===== src/rtl/bpg_defs.vh =====
`ifndef BPG_DEFS_VH
`define BPG_DEFS_VH

// Register byte offsets
`define BPG_ADDR_W        6
`define BPG_OFS_MODE      6'h00
`define BPG_OFS_ENABLE    6'h04
`define BPG_OFS_COUNT_A   6'h08
`define BPG_OFS_COUNT_B   6'h0C
`define BPG_OFS_HIGH_A    6'h10
`define BPG_OFS_LOW_A     6'h14
`define BPG_OFS_HIGH_B    6'h18
`define BPG_OFS_LOW_B     6'h1C
`define BPG_OFS_GAP       6'h20

// Field widths and positions
`define BPG_MODE_W        3
`define BPG_COUNT_W       6
`define BPG_SPAN_W        11
`define BPG_GAP_W         8
`define BPG_TRIG_A_BIT    0
`define BPG_TRIG_B_BIT    1

// Mode field encodings
`define BPG_MODE_PUSH_PULL 3'h0
`define BPG_MODE_GEN_A     3'h1
`define BPG_MODE_GEN_B     3'h2
`define BPG_MODE_GEN_AB    3'h3
`define BPG_MODE_PORT      3'h4

// Reset values
`define BPG_RST_MODE      3'h4
`define BPG_RST_COUNT     6'h00
`define BPG_RST_SPAN      11'h000
`define BPG_RST_GAP       8'h00

// Span time base: 16 MHz ticks made from the 25 MHz clock
`define BPG_SYS_MHZ       6'h19
`define BPG_SPAN_MHZ      6'h10
`define BPG_ACC_W         5

`endif


===== src/rtl/bpg_burst_pulse_generator.v =====
// Summary of operation
// A 3-bit mode field selects how both low-side gate outputs are driven.
// Mode 000: push-pull pair started by trigger A, timed by A spans and gap.
// The gap between push-pull outputs is an 8-bit count of 16 MHz ticks.
// Mode 001: output A from generator A, output B follows port bit one.
// Generator A issues exactly the channel-A pulse count per burst, 0 to 63.
// Generator A times pulses by 11-bit high and low spans in 16 MHz ticks.
// Mode 010: output A follows port bit zero, output B from generator B.
// Generator B issues exactly the channel-B pulse count per burst, 0 to 63.
// Generator B times pulses by its own 11-bit spans in 16 MHz ticks.
// Writing 1 to trigger bit A starts a burst on generator A; the code passes it only in modes 000, 001 and 011.
// Writing 1 to trigger bit B starts a burst on generator B; the code passes it only in modes 010 and 011.
// Mode 011: generators A and B run independently onto outputs A and B.
// Mode 100: both outputs come straight from the port pins.
// In port drive, A follows port bit zero and B follows port bit one.
// Software must not program mode 101.
// Software must not program modes 110 or 111.
// Pulse is high span active, low span inactive, repeated count times; zero gives none.
// Push-pull outputs alternate, never overlap, both idle for the gap between.
//
// The implementer's own choices: the register offsets and register access over Wishbone.

`include "bpg_defs.vh"

////////////////////////////////////////////////////////////////////////////////
module bpg_generator #(
	parameter SPAN_W  = `BPG_SPAN_W,
	parameter COUNT_W = `BPG_COUNT_W,
	parameter GAP_W   = `BPG_GAP_W
) (
	input  wire               clk_sys,
	input  wire               rst,
	input  wire               tick,
	input  wire               start,
	input  wire               push_pull,
	input  wire [COUNT_W-1:0] pulse_count,
	input  wire [SPAN_W-1:0]  high_span,
	input  wire [SPAN_W-1:0]  low_span,
	input  wire [GAP_W-1:0]   gap_span,
	output wire               drive_high,
	output wire               drive_low,
	output wire               busy
);
	localparam [2:0] ST_IDLE = 3'h0;
	localparam [2:0] ST_HIGH = 3'h1;
	localparam [2:0] ST_GAP1 = 3'h2;
	localparam [2:0] ST_LOW  = 3'h3;
	localparam [2:0] ST_GAP2 = 3'h4;
	reg [2:0]         state;
	reg [SPAN_W-1:0]  span_cnt;
	reg [COUNT_W-1:0] pulses_left;
	// A span of zero still lasts one tick, so phases never vanish
	function span_done;
		input [SPAN_W-1:0] cnt;
		input [SPAN_W-1:0] limit;
		begin
			span_done = ({1'b0, cnt} + {{SPAN_W{1'b0}}, 1'b1}) >= {1'b0, limit};
		end
	endfunction

	wire [SPAN_W-1:0] gap_wide = {{(SPAN_W-GAP_W){1'b0}}, gap_span};
	wire              last     = (pulses_left == {{(COUNT_W-1){1'b0}}, 1'b1});
	assign drive_high = (state == ST_HIGH);
	assign drive_low  = (state == ST_LOW);
	assign busy       = (state != ST_IDLE);
	always @(posedge clk_sys or posedge rst) begin
		if (rst) begin
			state       <= ST_IDLE;
			span_cnt    <= `BPG_RST_SPAN;
			pulses_left <= `BPG_RST_COUNT;
		end else begin
			case (state)
			ST_IDLE: begin
				span_cnt <= `BPG_RST_SPAN;
				if (start && pulse_count != {COUNT_W{1'b0}}) begin
					state       <= ST_HIGH;
					pulses_left <= pulse_count;
				end
			end
			ST_HIGH: begin
				if (tick) begin
					if (span_done(span_cnt, high_span)) begin
						span_cnt <= `BPG_RST_SPAN;
						state    <= push_pull ? ST_GAP1 : ST_LOW;
					end else begin
						span_cnt <= span_cnt + {{(SPAN_W-1){1'b0}}, 1'b1};
					end
				end
			end
			ST_GAP1: begin
				if (tick) begin
					if (span_done(span_cnt, gap_wide)) begin
						span_cnt <= `BPG_RST_SPAN;
						state    <= ST_LOW;
					end else begin
						span_cnt <= span_cnt + {{(SPAN_W-1){1'b0}}, 1'b1};
					end
				end
			end
			ST_LOW: begin
				if (tick) begin
					if (span_done(span_cnt, low_span)) begin
						span_cnt <= `BPG_RST_SPAN;
						if (push_pull) begin
							state <= ST_GAP2;
						end else if (last) begin
							state <= ST_IDLE;
						end else begin
							state       <= ST_HIGH;
							pulses_left <= pulses_left - {{(COUNT_W-1){1'b0}}, 1'b1};
						end
					end else begin
						span_cnt <= span_cnt + {{(SPAN_W-1){1'b0}}, 1'b1};
					end
				end
			end
			ST_GAP2: begin
				if (tick) begin
					if (span_done(span_cnt, gap_wide)) begin
						span_cnt <= `BPG_RST_SPAN;
						if (last) begin
							state <= ST_IDLE;
						end else begin
							state       <= ST_HIGH;
							pulses_left <= pulses_left - {{(COUNT_W-1){1'b0}}, 1'b1};
						end
					end else begin
						span_cnt <= span_cnt + {{(SPAN_W-1){1'b0}}, 1'b1};
					end
				end
			end
			default: begin
				state <= ST_IDLE;
			end
			endcase
		end
	end
endmodule // bpg_generator

////////////////////////////////////////////////////////////////////////////////
module bpg_burst_pulse_generator #(
	parameter SPAN_W  = `BPG_SPAN_W,
	parameter COUNT_W = `BPG_COUNT_W,
	parameter GAP_W   = `BPG_GAP_W
) (
	input  wire        clk_sys,
	input  wire        rst,
	input  wire        wb_cyc_i,
	input  wire        wb_stb_i,
	input  wire        wb_we_i,
	input  wire [31:0] wb_adr_i,
	input  wire [3:0]  wb_sel_i,
	input  wire [31:0] wb_dat_i,
	output reg  [31:0] wb_dat_o,
	output reg         wb_ack_o,
	input  wire        port_two_bit_zero,
	input  wire        port_two_bit_one,
	output reg         gate_drive_a,
	output reg         gate_drive_b
);
	reg [`BPG_MODE_W-1:0] mode;
	reg [COUNT_W-1:0]     count_a;
	reg [COUNT_W-1:0]     count_b;
	reg [SPAN_W-1:0]      high_span_a;
	reg [SPAN_W-1:0]      low_span_a;
	reg [SPAN_W-1:0]      high_span_b;
	reg [SPAN_W-1:0]      low_span_b;
	reg [GAP_W-1:0]       gap_span;
	reg                   start_a;
	reg                   start_b;
	reg [`BPG_ACC_W-1:0]  tick_acc;
	reg                   tick;
	reg                   next_a;
	reg                   next_b;

	wire gen_a_high;
	wire gen_a_low;
	wire gen_a_busy;
	wire gen_b_high;
	wire gen_b_low;
	wire gen_b_busy;
	wire                  req      = wb_cyc_i & wb_stb_i;
	wire                  wr_now   = req & wb_we_i & wb_ack_o;
	wire [`BPG_ADDR_W-1:0] adr     = wb_adr_i[`BPG_ADDR_W-1:0];
	wire                  adr_high = (wb_adr_i[31:`BPG_ADDR_W] != {(32-`BPG_ADDR_W){1'b0}});
	wire                  push_pull = (mode == `BPG_MODE_PUSH_PULL);
	// Byte-lane merge; spans never reach past the two low lanes
	function [SPAN_W-1:0] merge;
		input [SPAN_W-1:0] old;
		input [15:0]       din;
		input [1:0]        sel;
		reg   [15:0]       full;
		begin
			full       = {{(16-SPAN_W){1'b0}}, old};
			full[7:0]  = sel[0] ? din[7:0]  : full[7:0];
			full[15:8] = sel[1] ? din[15:8] : full[15:8];
			merge      = full[SPAN_W-1:0];
		end
	endfunction

	////////////////////////////////////////////////////////////////////////
	// 16 MHz span tick from 25 MHz: fractional accumulator, jitter one cycle
	wire [`BPG_ACC_W:0] acc_sum  = {1'b0, tick_acc} + `BPG_SPAN_MHZ;
	wire [`BPG_ACC_W:0] acc_wrap = acc_sum - `BPG_SYS_MHZ;
	always @(posedge clk_sys or posedge rst) begin
		if (rst) begin
			tick_acc <= {`BPG_ACC_W{1'b0}};
			tick     <= 1'b0;
		end else if (acc_sum >= `BPG_SYS_MHZ) begin
			tick_acc <= acc_wrap[`BPG_ACC_W-1:0];
			tick     <= 1'b1;
		end else begin
			tick_acc <= acc_sum[`BPG_ACC_W-1:0];
			tick     <= 1'b0;
		end
	end

	////////////////////////////////////////////////////////////////////////
	// Wishbone slave: ack one cycle after request, write on the ack edge
	always @(posedge clk_sys or posedge rst) begin
		if (rst) begin
			wb_ack_o    <= 1'b0;
			wb_dat_o    <= 32'h00000000;
			mode        <= `BPG_RST_MODE;
			count_a     <= `BPG_RST_COUNT;
			count_b     <= `BPG_RST_COUNT;
			high_span_a <= `BPG_RST_SPAN;
			low_span_a  <= `BPG_RST_SPAN;
			high_span_b <= `BPG_RST_SPAN;
			low_span_b  <= `BPG_RST_SPAN;
			gap_span    <= `BPG_RST_GAP;
			start_a     <= 1'b0;
			start_b     <= 1'b0;
		end else begin
			wb_ack_o <= req & ~wb_ack_o;
			start_a  <= 1'b0;
			start_b  <= 1'b0;
			if (req & ~wb_ack_o) begin
				wb_dat_o <= 32'h00000000;
				if (adr_high) begin
					wb_dat_o <= 32'h00000000;
				end else if (adr == `BPG_OFS_MODE) begin
					wb_dat_o[`BPG_MODE_W-1:0] <= mode;
				end else if (adr == `BPG_OFS_ENABLE) begin
					// Trigger bits read back as generator busy
					wb_dat_o[`BPG_TRIG_A_BIT] <= gen_a_busy;
					wb_dat_o[`BPG_TRIG_B_BIT] <= gen_b_busy;
				end else if (adr == `BPG_OFS_COUNT_A) begin
					wb_dat_o[COUNT_W-1:0] <= count_a;
				end else if (adr == `BPG_OFS_COUNT_B) begin
					wb_dat_o[COUNT_W-1:0] <= count_b;
				end else if (adr == `BPG_OFS_HIGH_A) begin
					wb_dat_o[SPAN_W-1:0] <= high_span_a;
				end else if (adr == `BPG_OFS_LOW_A) begin
					wb_dat_o[SPAN_W-1:0] <= low_span_a;
				end else if (adr == `BPG_OFS_HIGH_B) begin
					wb_dat_o[SPAN_W-1:0] <= high_span_b;
				end else if (adr == `BPG_OFS_LOW_B) begin
					wb_dat_o[SPAN_W-1:0] <= low_span_b;
				end else if (adr == `BPG_OFS_GAP) begin
					wb_dat_o[GAP_W-1:0] <= gap_span;
				end
			end
			if (wr_now && !adr_high) begin
				if (adr == `BPG_OFS_MODE && wb_sel_i[0]) begin
					mode <= wb_dat_i[`BPG_MODE_W-1:0];
				end else if (adr == `BPG_OFS_ENABLE && wb_sel_i[0]) begin
					// Triggers only reach generators that own an output
					start_a <= wb_dat_i[`BPG_TRIG_A_BIT] && (push_pull || mode == `BPG_MODE_GEN_A ||
						mode == `BPG_MODE_GEN_AB);
					start_b <= wb_dat_i[`BPG_TRIG_B_BIT] && (mode == `BPG_MODE_GEN_B ||
						mode == `BPG_MODE_GEN_AB);
				end else if (adr == `BPG_OFS_COUNT_A && wb_sel_i[0]) begin
					count_a <= wb_dat_i[COUNT_W-1:0];
				end else if (adr == `BPG_OFS_COUNT_B && wb_sel_i[0]) begin
					count_b <= wb_dat_i[COUNT_W-1:0];
				end else if (adr == `BPG_OFS_HIGH_A) begin
					high_span_a <= merge(high_span_a, wb_dat_i[15:0], wb_sel_i[1:0]);
				end else if (adr == `BPG_OFS_LOW_A) begin
					low_span_a <= merge(low_span_a, wb_dat_i[15:0], wb_sel_i[1:0]);
				end else if (adr == `BPG_OFS_HIGH_B) begin
					high_span_b <= merge(high_span_b, wb_dat_i[15:0], wb_sel_i[1:0]);
				end else if (adr == `BPG_OFS_LOW_B) begin
					low_span_b <= merge(low_span_b, wb_dat_i[15:0], wb_sel_i[1:0]);
				end else if (adr == `BPG_OFS_GAP && wb_sel_i[0]) begin
					gap_span <= wb_dat_i[GAP_W-1:0];
				end
			end
		end
	end

	////////////////////////////////////////////////////////////////////////
	bpg_generator #(
		.SPAN_W  (SPAN_W),
		.COUNT_W (COUNT_W),
		.GAP_W   (GAP_W)
	) u_gen_a (
		.clk_sys     (clk_sys),
		.rst         (rst),
		.tick        (tick),
		.start       (start_a),
		.push_pull   (push_pull),
		.pulse_count (count_a),
		.high_span   (high_span_a),
		.low_span    (low_span_a),
		.gap_span    (gap_span),
		.drive_high  (gen_a_high),
		.drive_low   (gen_a_low),
		.busy        (gen_a_busy)
	);
	bpg_generator #(
		.SPAN_W  (SPAN_W),
		.COUNT_W (COUNT_W),
		.GAP_W   (GAP_W)
	) u_gen_b (
		.clk_sys     (clk_sys),
		.rst         (rst),
		.tick        (tick),
		.start       (start_b),
		.push_pull   (1'b0),
		.pulse_count (count_b),
		.high_span   (high_span_b),
		.low_span    (low_span_b),
		.gap_span    (gap_span),
		.drive_high  (gen_b_high),
		.drive_low   (),
		.busy        (gen_b_busy)
	);

	////////////////////////////////////////////////////////////////////////
	// Output select; undefined modes park both switches off
	always @* begin
		next_a = 1'b0;
		next_b = 1'b0;
		case (mode)
		`BPG_MODE_PUSH_PULL: begin
			next_a = gen_a_high;
			next_b = gen_a_low;
		end
		`BPG_MODE_GEN_A: begin
			next_a = gen_a_high;
			next_b = port_two_bit_one;
		end
		`BPG_MODE_GEN_B: begin
			next_a = port_two_bit_zero;
			next_b = gen_b_high;
		end
		`BPG_MODE_GEN_AB: begin
			next_a = gen_a_high;
			next_b = gen_b_high;
		end
		`BPG_MODE_PORT: begin
			next_a = port_two_bit_zero;
			next_b = port_two_bit_one;
		end
		default: begin
			next_a = 1'b0;
			next_b = 1'b0;
		end
		endcase
	end
	always @(posedge clk_sys or posedge rst) begin
		if (rst) begin
			gate_drive_a <= 1'b0;
			gate_drive_b <= 1'b0;
		end else begin
			gate_drive_a <= next_a;
			gate_drive_b <= next_b;
		end
	end
endmodule // bpg_burst_pulse_generator


===== config.mk =====
export PLATFORM = sky130hd
export DESIGN_NAME = bpg_burst_pulse_generator
export DESIGN_NICKNAME = d
export VERILOG_FILES = /design/src/rtl/bpg_burst_pulse_generator.v
export VERILOG_INCLUDE_DIRS = /design/src /design/src/rtl
export SDC_FILE = /design/constraint.sdc
export NUM_CORES = 1
export LEC_CHECK = 0
export ABC_AREA = 1
export BUFFER_PORTS_ARGS = -buffer_cell sky130_fd_sc_hd__buf_2
export CORE_MARGIN = 2
export CORE_UTILIZATION = 50
export CTS_CLUSTER_DIAMETER = 30
export DETAILED_ROUTE_END_ITERATION = 10
export PLACE_DENSITY = 0.76
export SYNTH_ARGS = -nofsm -noshare
export SYNTH_HDL_FRONTEND = slang
export SYNTH_SLANG_ARGS = --single-unit

===== constraint.sdc =====
create_clock -name clk_sys -period 5.3 [get_ports clk_sys]
set_input_delay 0.53 -clock clk_sys [delete_from_list [all_inputs] [get_ports clk_sys]]
set_output_delay 0.53 -clock clk_sys [all_outputs]
set_load 0.01 [all_outputs]

* Word-level counts from Yosys, hierarchy flattened
Index checks and enable logic that the tools add are counted.
Cells by class: order comparisons 7, multiplexer cells 78, bitwise logic cells 13, add/subtract/negate cells 8, reduce and logical (&&, ||, !) cells 51, eq/ne operators 43
Operators with widths (number):
- $mux W11 | 16
- $mux W6 | 15
- $pmux W11 S4 | 2
- $mux W3 | 21
- $ge A12 B11 Y1 | 4
- $pmux W6 S3 | 2
- $reduce_and A9 Y1 | 4
- $pmux W3 S5 | 2
- $reduce_and A10 Y1 | 3
- $reduce_bool A26 Y1 | 1
- $add A11 B1 Y12 const B | 2
- $eq A6 B5 Y1 const B | 4
- $ge A12 B8 Y1 | 2
- $mux W8 | 3
- $add A11 B1 Y11 const B | 2
- $ne A2 B1 Y1 const B | 11
- $reduce_and A7 Y1 | 3
- $ne A2 B2 Y1 const B | 10
- $eq A3 B2 Y1 const B | 6
- $reduce_and A8 Y1 | 2
- $mux W5 | 3
- $eq A6 B1 Y1 const B | 2
- $eq A6 B4 Y1 const B | 2
- $reduce_and A4 Y1 | 3
- 28 further kinds | 75
Word-level totals: bits in registers 129, output and inout port bits 35, logic and storage cells 226, bits of input ports 75

* Depth between registers and ports, before layout
Gate-level depths: netlist (run 1).
word-level depth 11, mapped depth 19, mapped depth without buffers 19

* Modules after synthesis
A second synthesis (run 1) with hierarchy kept.
Second synthesis, totals: cell total of the unflattened synthesis 1240, area total of the unflattened synthesis 9466.6 µm²
Modules (own cells, without submodules):
- bpg_burst_pulse_generator | area an instance 4709.5 µm², times used 1, sequential area each 2228.4 µm², cells an instance 546
- bpg_generator at u_gen_a | area an instance 2379.8 µm², times used 1, sequential area each 500.5 µm², cells an instance 347
- bpg_generator at u_gen_b | area an instance 2377.3 µm², times used 1, sequential area each 500.5 µm², cells an instance 347

* Worst setup path before layout (run 1)
OpenSTA, ideal clock, no wires.
kind register to register, start point register u_gen_b.span_cnt[0], end point register u_gen_b.pulses_left[1], buffers on the path 1, clock period less this slack 2.569 ns, stages on the path, launching flop included 18, path slack 2.731 ns, required time 5.224 ns, arrival time 2.493 ns, setup time 0.076 ns, cell sequence dfrtp_1 > ha_1 > nand2_1 > nor2_2 > nand3_1 > xor2_1 > inv_1 > ha_1 > nand2_1 > o21a_1 > nor2_1 > nor2_2 > nand3_1 > nor2_1 > nor3_2 > buf_6 > nand2_1 > o21ai_1
Between the ends: cells in the longest elaborated chain, start to end 4, elaborated cells between the ends (all ways) 6, classes of those cells add/sub (1); order compare (2); eq/ne (2); reduce/logical (1)
RTL lines:
- from (decl) | RTL line bpg_burst_pulse_generator.v:50 | reg [SPAN_W-1:0] span_cnt;
- from (signal assigned) | RTL line bpg_burst_pulse_generator.v:69 | span_cnt <= `BPG_RST_SPAN;
- from (signal assigned) | RTL line bpg_burst_pulse_generator.v:74 | span_cnt <= `BPG_RST_SPAN;
- from (signal assigned) | RTL line bpg_burst_pulse_generator.v:83 | span_cnt <= `BPG_RST_SPAN;
- $add A11 B1 Y12 (*) | RTL line bpg_burst_pulse_generator.v:57 | span_done = ({1'b0, cnt} + {{SPAN_W{1'b0}}, 1'b1}) >= {1'b0, limit};
- $ge A12 B11 Y1 or $ge A12 B8 Y1 (tied branches) | RTL line bpg_burst_pulse_generator.v:57
- $ne A2 B2 Y1 (no line) or $ne A2 B1 Y1 (tied branches)
- $reduce_and A6 Y1 (no line) (*)
- to (signal assigned) | RTL line bpg_burst_pulse_generator.v:70 | pulses_left <= `BPG_RST_COUNT;
- to (signal assigned) | RTL line bpg_burst_pulse_generator.v:77 | pulses_left <= pulse_count;
- to (signal assigned) | RTL line bpg_burst_pulse_generator.v:110 | pulses_left <= pulses_left - {{(COUNT_W-1){1'b0}}, 1'b1};
- to (decl) | RTL line bpg_burst_pulse_generator.v:51 | reg [COUNT_W-1:0] pulses_left;
Mark *: on every way between the ends. The rest lies on a longest branch, timed or not. A chain may end at the register's enable or synchronous reset.

* Final worst setup path (run 1)
start point register u_gen_b.span_cnt[0], end point register u_gen_b.pulses_left[5]
Same word-level chain as after synthesis.

==> flow_summary.json, run 1 <==
{
  "synthDominantCellAreaShare_pct": 36.1,
  "fillerInstances": 1549,
  "cts_tree": "done",
  "vdd_drop_max_mv": 0.237,
  "die_height_um": 137,
  "fin_ws_ns": 1.92,
  "grt_overflow": 0,
  "grt_max_degree": 50,
  "end_kind": "register",
  "power.net_switching_mw": 0.537,
  "total_power_mw": 2.38,
  "cts_resized": 0,
  "post_cts_buffers": 0,
  "hold_buffers": 0,
  "core_area_sq_um": 17200,
  "grt_pass1_vias": 7913,
  "p_comb_share_pct": 3.7,
  "ys.warnings.count": 0,
  "nNetsFinal": 1401,
  "first_pass_iters": 6,
  "ant_nets": 0,
  "min_period_over_period_pct": 63.7,
  "antenna_found_initial": 0,
  "grt_most_used_layer": "met2",
  "cp-start-kind": "register",
  "synth_cell_types": 51,
  "postPlaceCellArea_sq_um": 9290,
  "path_class": "reg2reg",
  "drv.max_cap_violation_count": 0,
  "fin_skew_ns": 0.00990,
  "root_buffer": "clkbuf_16",
  "final_max_slew_viol_count": 0,
  "multiInputGateArea_sq_um": 4770,
  "p_int_mw": 1.84,
  "p_seq_share_pct": 41.1,
  "period_minus_slack_ns": 3.38,
  "grt_use_met3_pct": 6.22,
  "netlist_top_cells_count": "nand2_1, inv_1, dfrtp_1, nor2_1, o21ai_0",
  "syn_inst": 1179,
  "arrival_ns": 3.73,
  "std_cell_rows": 48,
  "grt_pass1_wl_mm": 38.8,
  "synth_area_per_cell_sq_um": 7.47,
  "drt_iter0_drc": 655,
  "dieArea_sq_um": 18700,
  "num_vias": 8037,
  "p_sw_share_pct": 22.6,
  "worst_slew_pin_slew_ns": 0.986,
  "drcViolationCount": 0,
  "die_x_um": 137,
  "regArea_sq_um": 3200,
  "routed_wl_mm": 23.4,
  "start_util_pct": 51.1,
  "io_buffers": 65,
  "wire_per_inst_um": 15.7,
  "dpl.hpwl_mm": 18.0,
  "synth_area_sq_um": 8810,
  "whs_ns": 0.173,
  "stdcell_area_sq_um": 9940,
  "htreeDepth": 4,
  "hold_viol_final": 0,
  "place_ws_ns": 1.96,
  "grtUsageTotal_pct": 27.0,
  "insertedDiodeCount": 0,
  "via_per_inst": 5.39,
  "synth_area_leaders": "dfrtp_1, nand2_1, ha_1",
  "critPathRequiredTime_ns": 5.66,
  "syn2layout_area_growth_pct": 12.9,
  "synth-edff-count": 0,
  "yosysTopAreaCell": "dfrtp_1",
  "yosysMostFrequentCell": "nand2_1",
  "tns_ns": 0,
  "gp_congestion": 0.932,
  "r2r_slack_ns": 1.92,
  "use_met1_pct": 33.6,
  "finalSetupViolations": 0,
  "cts.clk_slew.worst_paths_ns": 0.06,
  "fmax_mhz": 296,
  "grt_use_met2_pct": 43.8,
  "hp-class": "in2async",
  "ys_seq_area_share_pct": 36.4,
  "crit_fanout": 12,
  "insertion_delay_ns": 0.44,
  "cts.sinks": 128,
  "drive_gt1_share_pct": 12.9,
  "rsz0062_at_grt": "no",
  "num_io_pins": 110,
  "synthArstFlopShare_pct": 100,
  "clk_path_buf_depth": 2,
  "outcome": "finished clean",
  "leakagePower_nw": 5.12,
  "p_clk_share_pct": 55.1,
  "yosys_most_used_dff": "dfrtp_1",
  "relSlewSlack_pct": 34.0,
  "ys_ff_latch": 128,
  "cts_buffers": 17,
  "powerDensity_nw_per_um2": 239
}
## path summary, 6_finish.rpt
path	startpoint	to	cells past startpoint
max	u_gen_b.span_cnt[0]	u_gen_b.pulses_left[5]	16
min	rst	low_span_b[9]	2
max reg2reg	u_gen_b.span_cnt[0]	u_gen_b.pulses_left[5]	16
min reg2reg	low_span_b[6]	low_span_b[6]	2
max in group asynchronous	rst	tick_acc[2]	3
min in group clk_sys	wb_dat_i[7]	low_span_b[7]	3
## critical path: stages, from the launching register on
cell and delay, ns:
dfrtp_1 0.58, ha_1 0.26, nand2_1 0.07, nor2_2 0.24, nand3_1 0.13, xor2_1 0.18, inv_1 0.14, ha_1 0.30
nand2_1 0.07, o21a_1 0.19, nor2_1 0.14, nor2_2 0.06, nand3_1 0.12, nor2_1 0.08, nor3_2 0.52, nand2_1 0.12
o21ai_1 0.11
## cell type report
class | instances | area share (%)
Clock buffer | 17 | 4.28
Inverter | 181 | 6.91
Clock inverter | 15 | 2.34
Multi-Input combinational cell | 858 | 48.0
Tap cell | 225 | 2.83
Timing Repair Buffer | 67 | 3.42
Sequential cell | 128 | 32.2
## cells by family (layout without fill, tap and decap cells)
| logic type | after synthesis | in the layout | synth area share, % |
|---|---|---|---|
| AO/OA/AOI/OAI | 204 | 204 | 12.6 |
| XOR/XNOR | 16 | 16 | 1.59 |
| adder cells (fa/ha/maj) | 73 | 73 | 10.4 |
| buffers and inverters | 213 | 280 | 10.3 |
| flip-flops | 128 | 128 | 36.4 |
| multiplexers | 1 | 1 | 0.114 |
| other | 1 | 21 | 0.0426 |
| AND/OR/NAND/NOR | 543 | 543 | 28.6 |
## state kept, by name, indices dropped and copies added, names as in the netlist
signal and flops:
start_b 1, low_span_b 11, u_gen_a.span_cnt 11, u_gen_b.state 2
high_span_a 11, u_gen_b.pulses_left 6, gate_drive_a 1, start_a 1
count_b 6, high_span_b 11, gate_drive_b 1, count_a 6
wb_dat_o 11, u_gen_b.span_cnt 11, low_span_a 11, gap_span 8
wb_ack_o 1, mode 3, tick_acc 5, u_gen_a.pulses_left 6
tick 1, u_gen_a.state 3
## per-stage QoR
stage | cells | utilization [%]
floorplan | 1199 | -
global placement | 1459 | 53.9
detailed placement | 1459 | 53.9
CTS | 1491 | 57.7
global route | 1491 | 57.7
finish | 1491 | 57.7
## cells in the final DEF, fill, tap and decap left out, types with 14 or more instances in the layout
master / n
a21oi_1: 52
nand4_1: 21
inv_1: 169
ha_1: 73
o21ai_0: 83
clkbuf_16: 17
dfrtp_1: 127
o22ai_1: 14
conb_1: 21
nor2_1: 84
buf_2: 65
nand3_1: 61
nand2_1: 308
o21ai_1: 32
## power groups by stage
| stage | combinational (mW) | sequential, mW | clock (mW) |
|---|---|---|---|
| after global routing | 0.101 | 0.978 | 1.36 |
| after floorplan | 0.0576 | 0.996 | 0 |
| after CTS | 0.0891 | 0.978 | 1.32 |
| final | 0.0892 | 0.978 | 1.31 |
| after global placement | 0.0875 | 0.996 | 0 |
| after detailed placement | 0.0881 | 0.996 | 0 |
## layer usage
metal  vias to the layer above  routed length (um)
li1                       3957                   -
met1                      3698                9840
met2                       298               11000
met3                        84                1470
met4                         0                1080
met5                         -                   0
No activity file was read; power rests on OpenSTA's default activity.
==> run 2, diff against run 1 <==
- PLACE_DENSITY: 0.76 -> 0.79
- clock period: 5.3 -> 2.89 ns (I/O delays scaled with it)
==> run 2 against run 1 <==
  * Routed wire length grew 1.2%
  * Highest routed layer unchanged
  * Critical endpoint is now u_gen_b.state[1]
  * First-iteration DRC count grew 22%
  * Maximum frequency grew 26%
  * Clock-buffer cell count grew 10
  * Largest power group unchanged
==> flow_summary.json, run 2 (synthesis gave the netlist of run 1 again) <==
{
  "relSlewSlack_pct": 58.2,
  "drt_iter0_drc": 797,
  "powerDensity_nw_per_um2": 400,
  "routed_wl_mm": 23.7,
  "finalSetupViolations": 0,
  "vdd_drop_max_mv": 0.415,
  "outcome": "finished clean",
  "wire_per_inst_um": 15.7,
  "layout_common_cells": "nand2_1, inv_1, dfrtp_1",
  "grt_overflow": 0,
  "crit_fanout": 4,
  "std_cell_rows": 48,
  "drive_gt1_share_pct": 13.8,
  "start_util_pct": 51.1,
  "ant_nets": 0,
  "grtUsageTotal_pct": 27.2,
  "postPlaceCellArea_sq_um": 9380,
  "rr_worst_depth": 20,
  "stdcell_area_sq_um": 10000,
  "cts_tree": "done",
  "dpl.hpwl_mm": 18.2,
  "htreeDepth": 4,
  "critPathRequiredTime_ns": 3.19,
  "cts_buffers": 17,
  "tns_ns": 0,
  "dieArea_sq_um": 18700,
  "fin_skew_ns": 0.0109,
  "hold_path.startpoint": "wb_dat_i[4]",
  "insertion_delay_ns": 0.42,
  "first_pass_iters": 6,
  "core_area_sq_um": 17200,
  "hp-class": "in2reg",
  "insertedDiodeCount": 0,
  "root_buffer": "clkbuf_16",
  "stdcell_count": 1504,
  "path_class": "reg2reg",
  "via_per_inst": 5.41,
  "drv.max_cap_violation_count": 0,
  "r2r-end": "u_gen_b.state[1]",
  "min_period_over_period_pct": 92.8,
  "gp_congestion": 0.947,
  "dp_cells": 1468,
  "die_x_um": 137,
  "syn2layout_area_growth_pct": 13.9,
  "grt_max_degree": 78,
  "drcViolationCount": 0,
  "place_ws_ns": -0.111,
  "cts.sinks": 128,
  "grt_pass1_vias": 7802,
  "nNetsFinal": 1414,
  "cp-start-kind": "register",
  "die_height_um": 137,
  "whs_path_depth": 3,
  "leakagePower_nw": 5.14,
  "final_util_pct": 58.2,
  "r2r_slack_ns": 0.21,
  "antenna_found_initial": 0,
  "r2r_start": "u_gen_b.span_cnt[1]",
  "arrival_ns": 2.99,
  "hold_viol_final": 0,
  "num_vias": 8134,
  "end_kind": "register",
  "worst_slew_pin_slew_ns": 0.623,
  "num_io_pins": 110,
  "whs_endpoint": "low_span_b[4]",
  "grt_pass1_wl_mm": 39.2,
  "fmax_mhz": 373,
  "cts.clk_slew.worst_paths_ns": 0.05,
  "io_buffers": 65,
  "final_common_cell": "nand2_1",
  "fillerInstances": 1531,
  "period_minus_slack_ns": 2.68,
  "fin_ws_ns": 0.207,
  "final_max_slew_viol_count": 0,
  "clk_path_buf_depth": 2
}
-- run 2: cell types whose count changed in the layout (fill, tap and decap cells not counted), moves of 3 or more --
cell        previous run  this run
nor2_1                84        81
buf_12                 0         3
clkinvlp_4             1         4
bufinv_16              5         1
inv_6                  5         1
clkinv_4               4         0
clkbuf_8               0         4
buf_4                  2        11
clkbuf_1               0         6
-- run 2: layout make-up --
cell class              count  area, sq um  share of cell area (%)
multi-input cells         858         4820                    48.1
flip-flops and latches    128         3200                    31.9
inverters                 181          688                    6.86
clock buffers              27          503                    5.01
repair buffers             80          478                    4.76
well taps                 225          282                    2.81
clock inverters             5         57.6                   0.574
-- run 2: how the worst max path moves through the flow --
stage,cells past startpoint,startpoint,slack [ns],endpoint
4_1_cts,16,u_gen_b.span_cnt[1],0.04,u_gen_b.pulses_left[3]
5_1_grt,20,u_gen_b.span_cnt[1],-0.01,u_gen_b.state[0]
3_5_place_dp,16,u_gen_b.span_cnt[1],-0.11,u_gen_b.pulses_left[3]
2_1_floorplan,17,u_gen_b.span_cnt[0],0.32,u_gen_b.pulses_left[1]
6_report,20,u_gen_b.span_cnt[1],0.21,u_gen_b.state[1]
3_3_place_gp,16,u_gen_b.span_cnt[1],0.04,u_gen_b.pulses_left[2]
-- run 2: routing by layer --
layer  part of all wire [%]  GRT usage [%]
met1                     41           35.4
met2                     49           45.7
met3                    7.9           5.19
met4                    2.3           8.33
met5                      0              0
-- run 2: through the flow --
stage	hold WS (ns)	total power, mW
after floorplan	0.426	1.93
after global placement	0.410	1.99
after detailed placement	0.419	2.00
after CTS	0.109	4.02
after global routing	0.125	4.12
final	0.114	4.01
-- run 2: what timing repair did --
action,4_1_cts,5_1_grt
pin swaps,0,6
endpoints found under the setup margin,6,27
gates resized for setup,1,11
hold buffers,1,0
endpoints found under the hold margin,42,0
setup buffers,0,3
-- run 2: critical path: stages (launching register included) --
cell     delay, ns
dfrtp_1       0.38
ha_2          0.20
nand2_1       0.09
nor2_4        0.14
buf_4         0.14
nand3_1       0.08
nand2_1       0.12
inv_1         0.08
buf_4         0.15
ha_1          0.27
nand2_1       0.04
inv_1         0.05
nand3_1       0.09
inv_1         0.08
nand3_1       0.08
nand3_2       0.13
nor2_1        0.06
nor2_2        0.13
nand3_1       0.12
nand2_1       0.08
nand2_1       0.05
-- run 2: where the power goes --
part | leakage, nW | internal [mW] | switching, mW
Sequential | 1.77 | 1.79 | 0.000635
Clock | 0.264 | 1.27 | 0.771
Combinational | 3.10 | 0.0480 | 0.124
Total | 5.14 | 3.12 | 0.896
==> run 3, diff against run 2 <==
- CORE_UTILIZATION: 50 -> 27
- PLACE_DENSITY: 0.79 -> 0.51
==> run 3 against run 2 <==
  * Critical path depth decreased by 3
  * Non-clock buffer count decreased by 2
  * Combinational power is 3% lower
  * Sequential power hardly changed
  * Hold slack got worse by 0.12 ns
  * Die area increased by 82%
  * The run now ends with hold timing left
  * Sequential share of layout area decreased by 0.94 points
  * Maximum frequency rose by 2.0%
  * First-iteration DRC count fell by 48%
  * Largest cell class unchanged
  * Total power increased by 6.3%
==> flow_summary.json, run 3 (synthesis gave the netlist of run 1 again) <==
{
  "final_common_cell": "nand2_1",
  "fmax_mhz": 380,
  "syn2layout_area_growth_pct": 17.3,
  "routed_wl_mm": 25.7,
  "wire_per_inst_um": 14.9,
  "grt_pass1_vias": 7445,
  "critPathRequiredTime_ns": 3.25,
  "grt_use_met3_pct": 2.63,
  "leakagePower_nw": 5.16,
  "start_util_pct": 27.2,
  "root_buffer": "clkbuf_16",
  "violations": "hold timing",
  "relSlewSlack_pct": 47.5,
  "crit_fanout": 11,
  "std_cell_rows": 66,
  "drt_iter0_drc": 414,
  "dpl.hpwl_mm": 20.1,
  "hp-class": "in2async",
  "drive_gt1_share_pct": 13.9,
  "cts.sinks": 128,
  "cts_buffers": 17,
  "vdd_drop_max_mv": 0.419,
  "arrival_ns": 2.98,
  "nNetsFinal": 1412,
  "clk_path_buf_depth": 2,
  "min_period_over_period_pct": 91.0,
  "place_ws_ns": 0.00195,
  "whs_ns": -0.00436,
  "grt_pass1_wl_mm": 40.7,
  "die_height_um": 185,
  "cp-start-kind": "register",
  "end_kind": "register",
  "grt_most_used_layer": "met2",
  "gp_congestion": 0.887,
  "postPlaceCellArea_sq_um": 9620,
  "stdcell_area_sq_um": 10300,
  "path_cells": "ha_1 -> nand2_1 -> nor2_2 -> nand3_1 -> xor2_1 -> inv_1 -> ha_1 -> nand2_1 -> o21a_1 -> nor2_1 -> nor2_2 -> nand3_1 -> nor2_2 -> nor3_4 -> buf_12 -> nand2_1 -> o21ai_1",
  "grtUsageTotal_pct": 15.7,
  "grt_use_met2_pct": 25.2,
  "finalSetupViolations": 0,
  "htreeDepth": 4,
  "via_per_inst": 4.53,
  "period_minus_slack_ns": 2.63,
  "ant_nets": 0,
  "powerDensity_nw_per_um2": 412,
  "insertion_delay_ns": 0.43,
  "use_met1_pct": 21.2,
  "io_buffers": 65,
  "outcome": "finished with violations",
  "grt_max_degree": 129,
  "cp_slowest_cell": "dfrtp_1",
  "cts_tree": "done",
  "drcViolationCount": 0,
  "first_pass_iters": 5,
  "final_max_slew_viol_count": 0,
  "fin_skew_ns": 0.00783,
  "core_area_sq_um": 32400,
  "die_x_um": 185,
  "num_io_pins": 110,
  "dieArea_sq_um": 34100,
  "hold_viol_final": 7,
  "num_vias": 7796,
  "antenna_found_initial": 1,
  "hold_buffers": 0,
  "drv.max_cap_violation_count": 0,
  "path_class": "reg2reg",
  "slowest_delay_ns": 0.37,
  "worst_slew_pin_slew_ns": 0.787,
  "layout_common_cells": "nand2_1, inv_1, dfrtp_1",
  "cts.clk_slew.worst_paths_ns": 0.06,
  "fin_ws_ns": 0.261,
  "grt_overflow": 0
}
run 3: path summary, 6_finish.rpt:
check | slack [ns] | to | startpoint | depth (start not counted)
setup / recovery | 0.26 | u_gen_b.pulses_left[4] | u_gen_b.span_cnt[1] | 17
hold / removal | -0.004 | tick_acc[1] | rst | 3
setup reg to reg | 0.26 | u_gen_b.pulses_left[4] | u_gen_b.span_cnt[1] | 17
hold reg to reg | 0.47 | low_span_b[2] | low_span_b[2] | 2
max in group asynchronous | 2.25 | wb_dat_o[1] | rst | 3
min in group clk_sys | 0.10 | low_span_b[5] | wb_dat_i[5] | 3
run 3: per-layer routing:
metal | wire [um] | vias to the layer above
met1 | 11900 | 3613
met5 | 0 | -
met4 | 702 | 0
met2 | 12000 | 163
met3 | 1100 | 40
li1 | - | 3980
run 3: cell type report:
class,count,area [sq um]
fillers,3473,22000
flip-flops and latches,128,3200
inverters,181,688
repair buffers,78,460
clock inverters,12,158
well taps,442,553
multi-input cells,858,4810
diodes,1,2.50
clock buffers,20,457
run 3: repair_timing:
item                                   4_1_cts  5_1_grt
buffers inserted                             0        5
setup endpoints to repair                    1       33
endpoints found under the hold margin        0        0
gates resized for setup                      1       10
pin swaps                                    0        8
run 3: metrics by stage:
step	std cells	setup TNS (ns)	util, %	power, mW
global route	1720	-0.00689	31.9	4.40
CTS	1714	0	31.6	4.31
global placement	1682	0	29.7	2.00
detailed placement	1682	0	29.7	2.00
floorplan	1199	0	-	1.93
finish	1720	0	31.9	4.26
run 3: critical path, delay by kind of cell, from the launching register on:
family	cells	cell delay, ns
simple gates	10	0.99
fa+ha+maj	2	0.47
flops	1	0.37
buf+inv	2	0.27
compound gates	2	0.26
xor+xnor	1	0.18
run 3: report_power, final:
group | leakage [nW] | internal, mW | switching (mW) | total, mW
clock | 0.293 | 1.41 | 0.895 | 2.30
sequential | 1.77 | 1.79 | 0.000586 | 1.79
combinational | 3.10 | 0.0433 | 0.124 | 0.167
total | 5.16 | 3.24 | 1.02 | 4.26
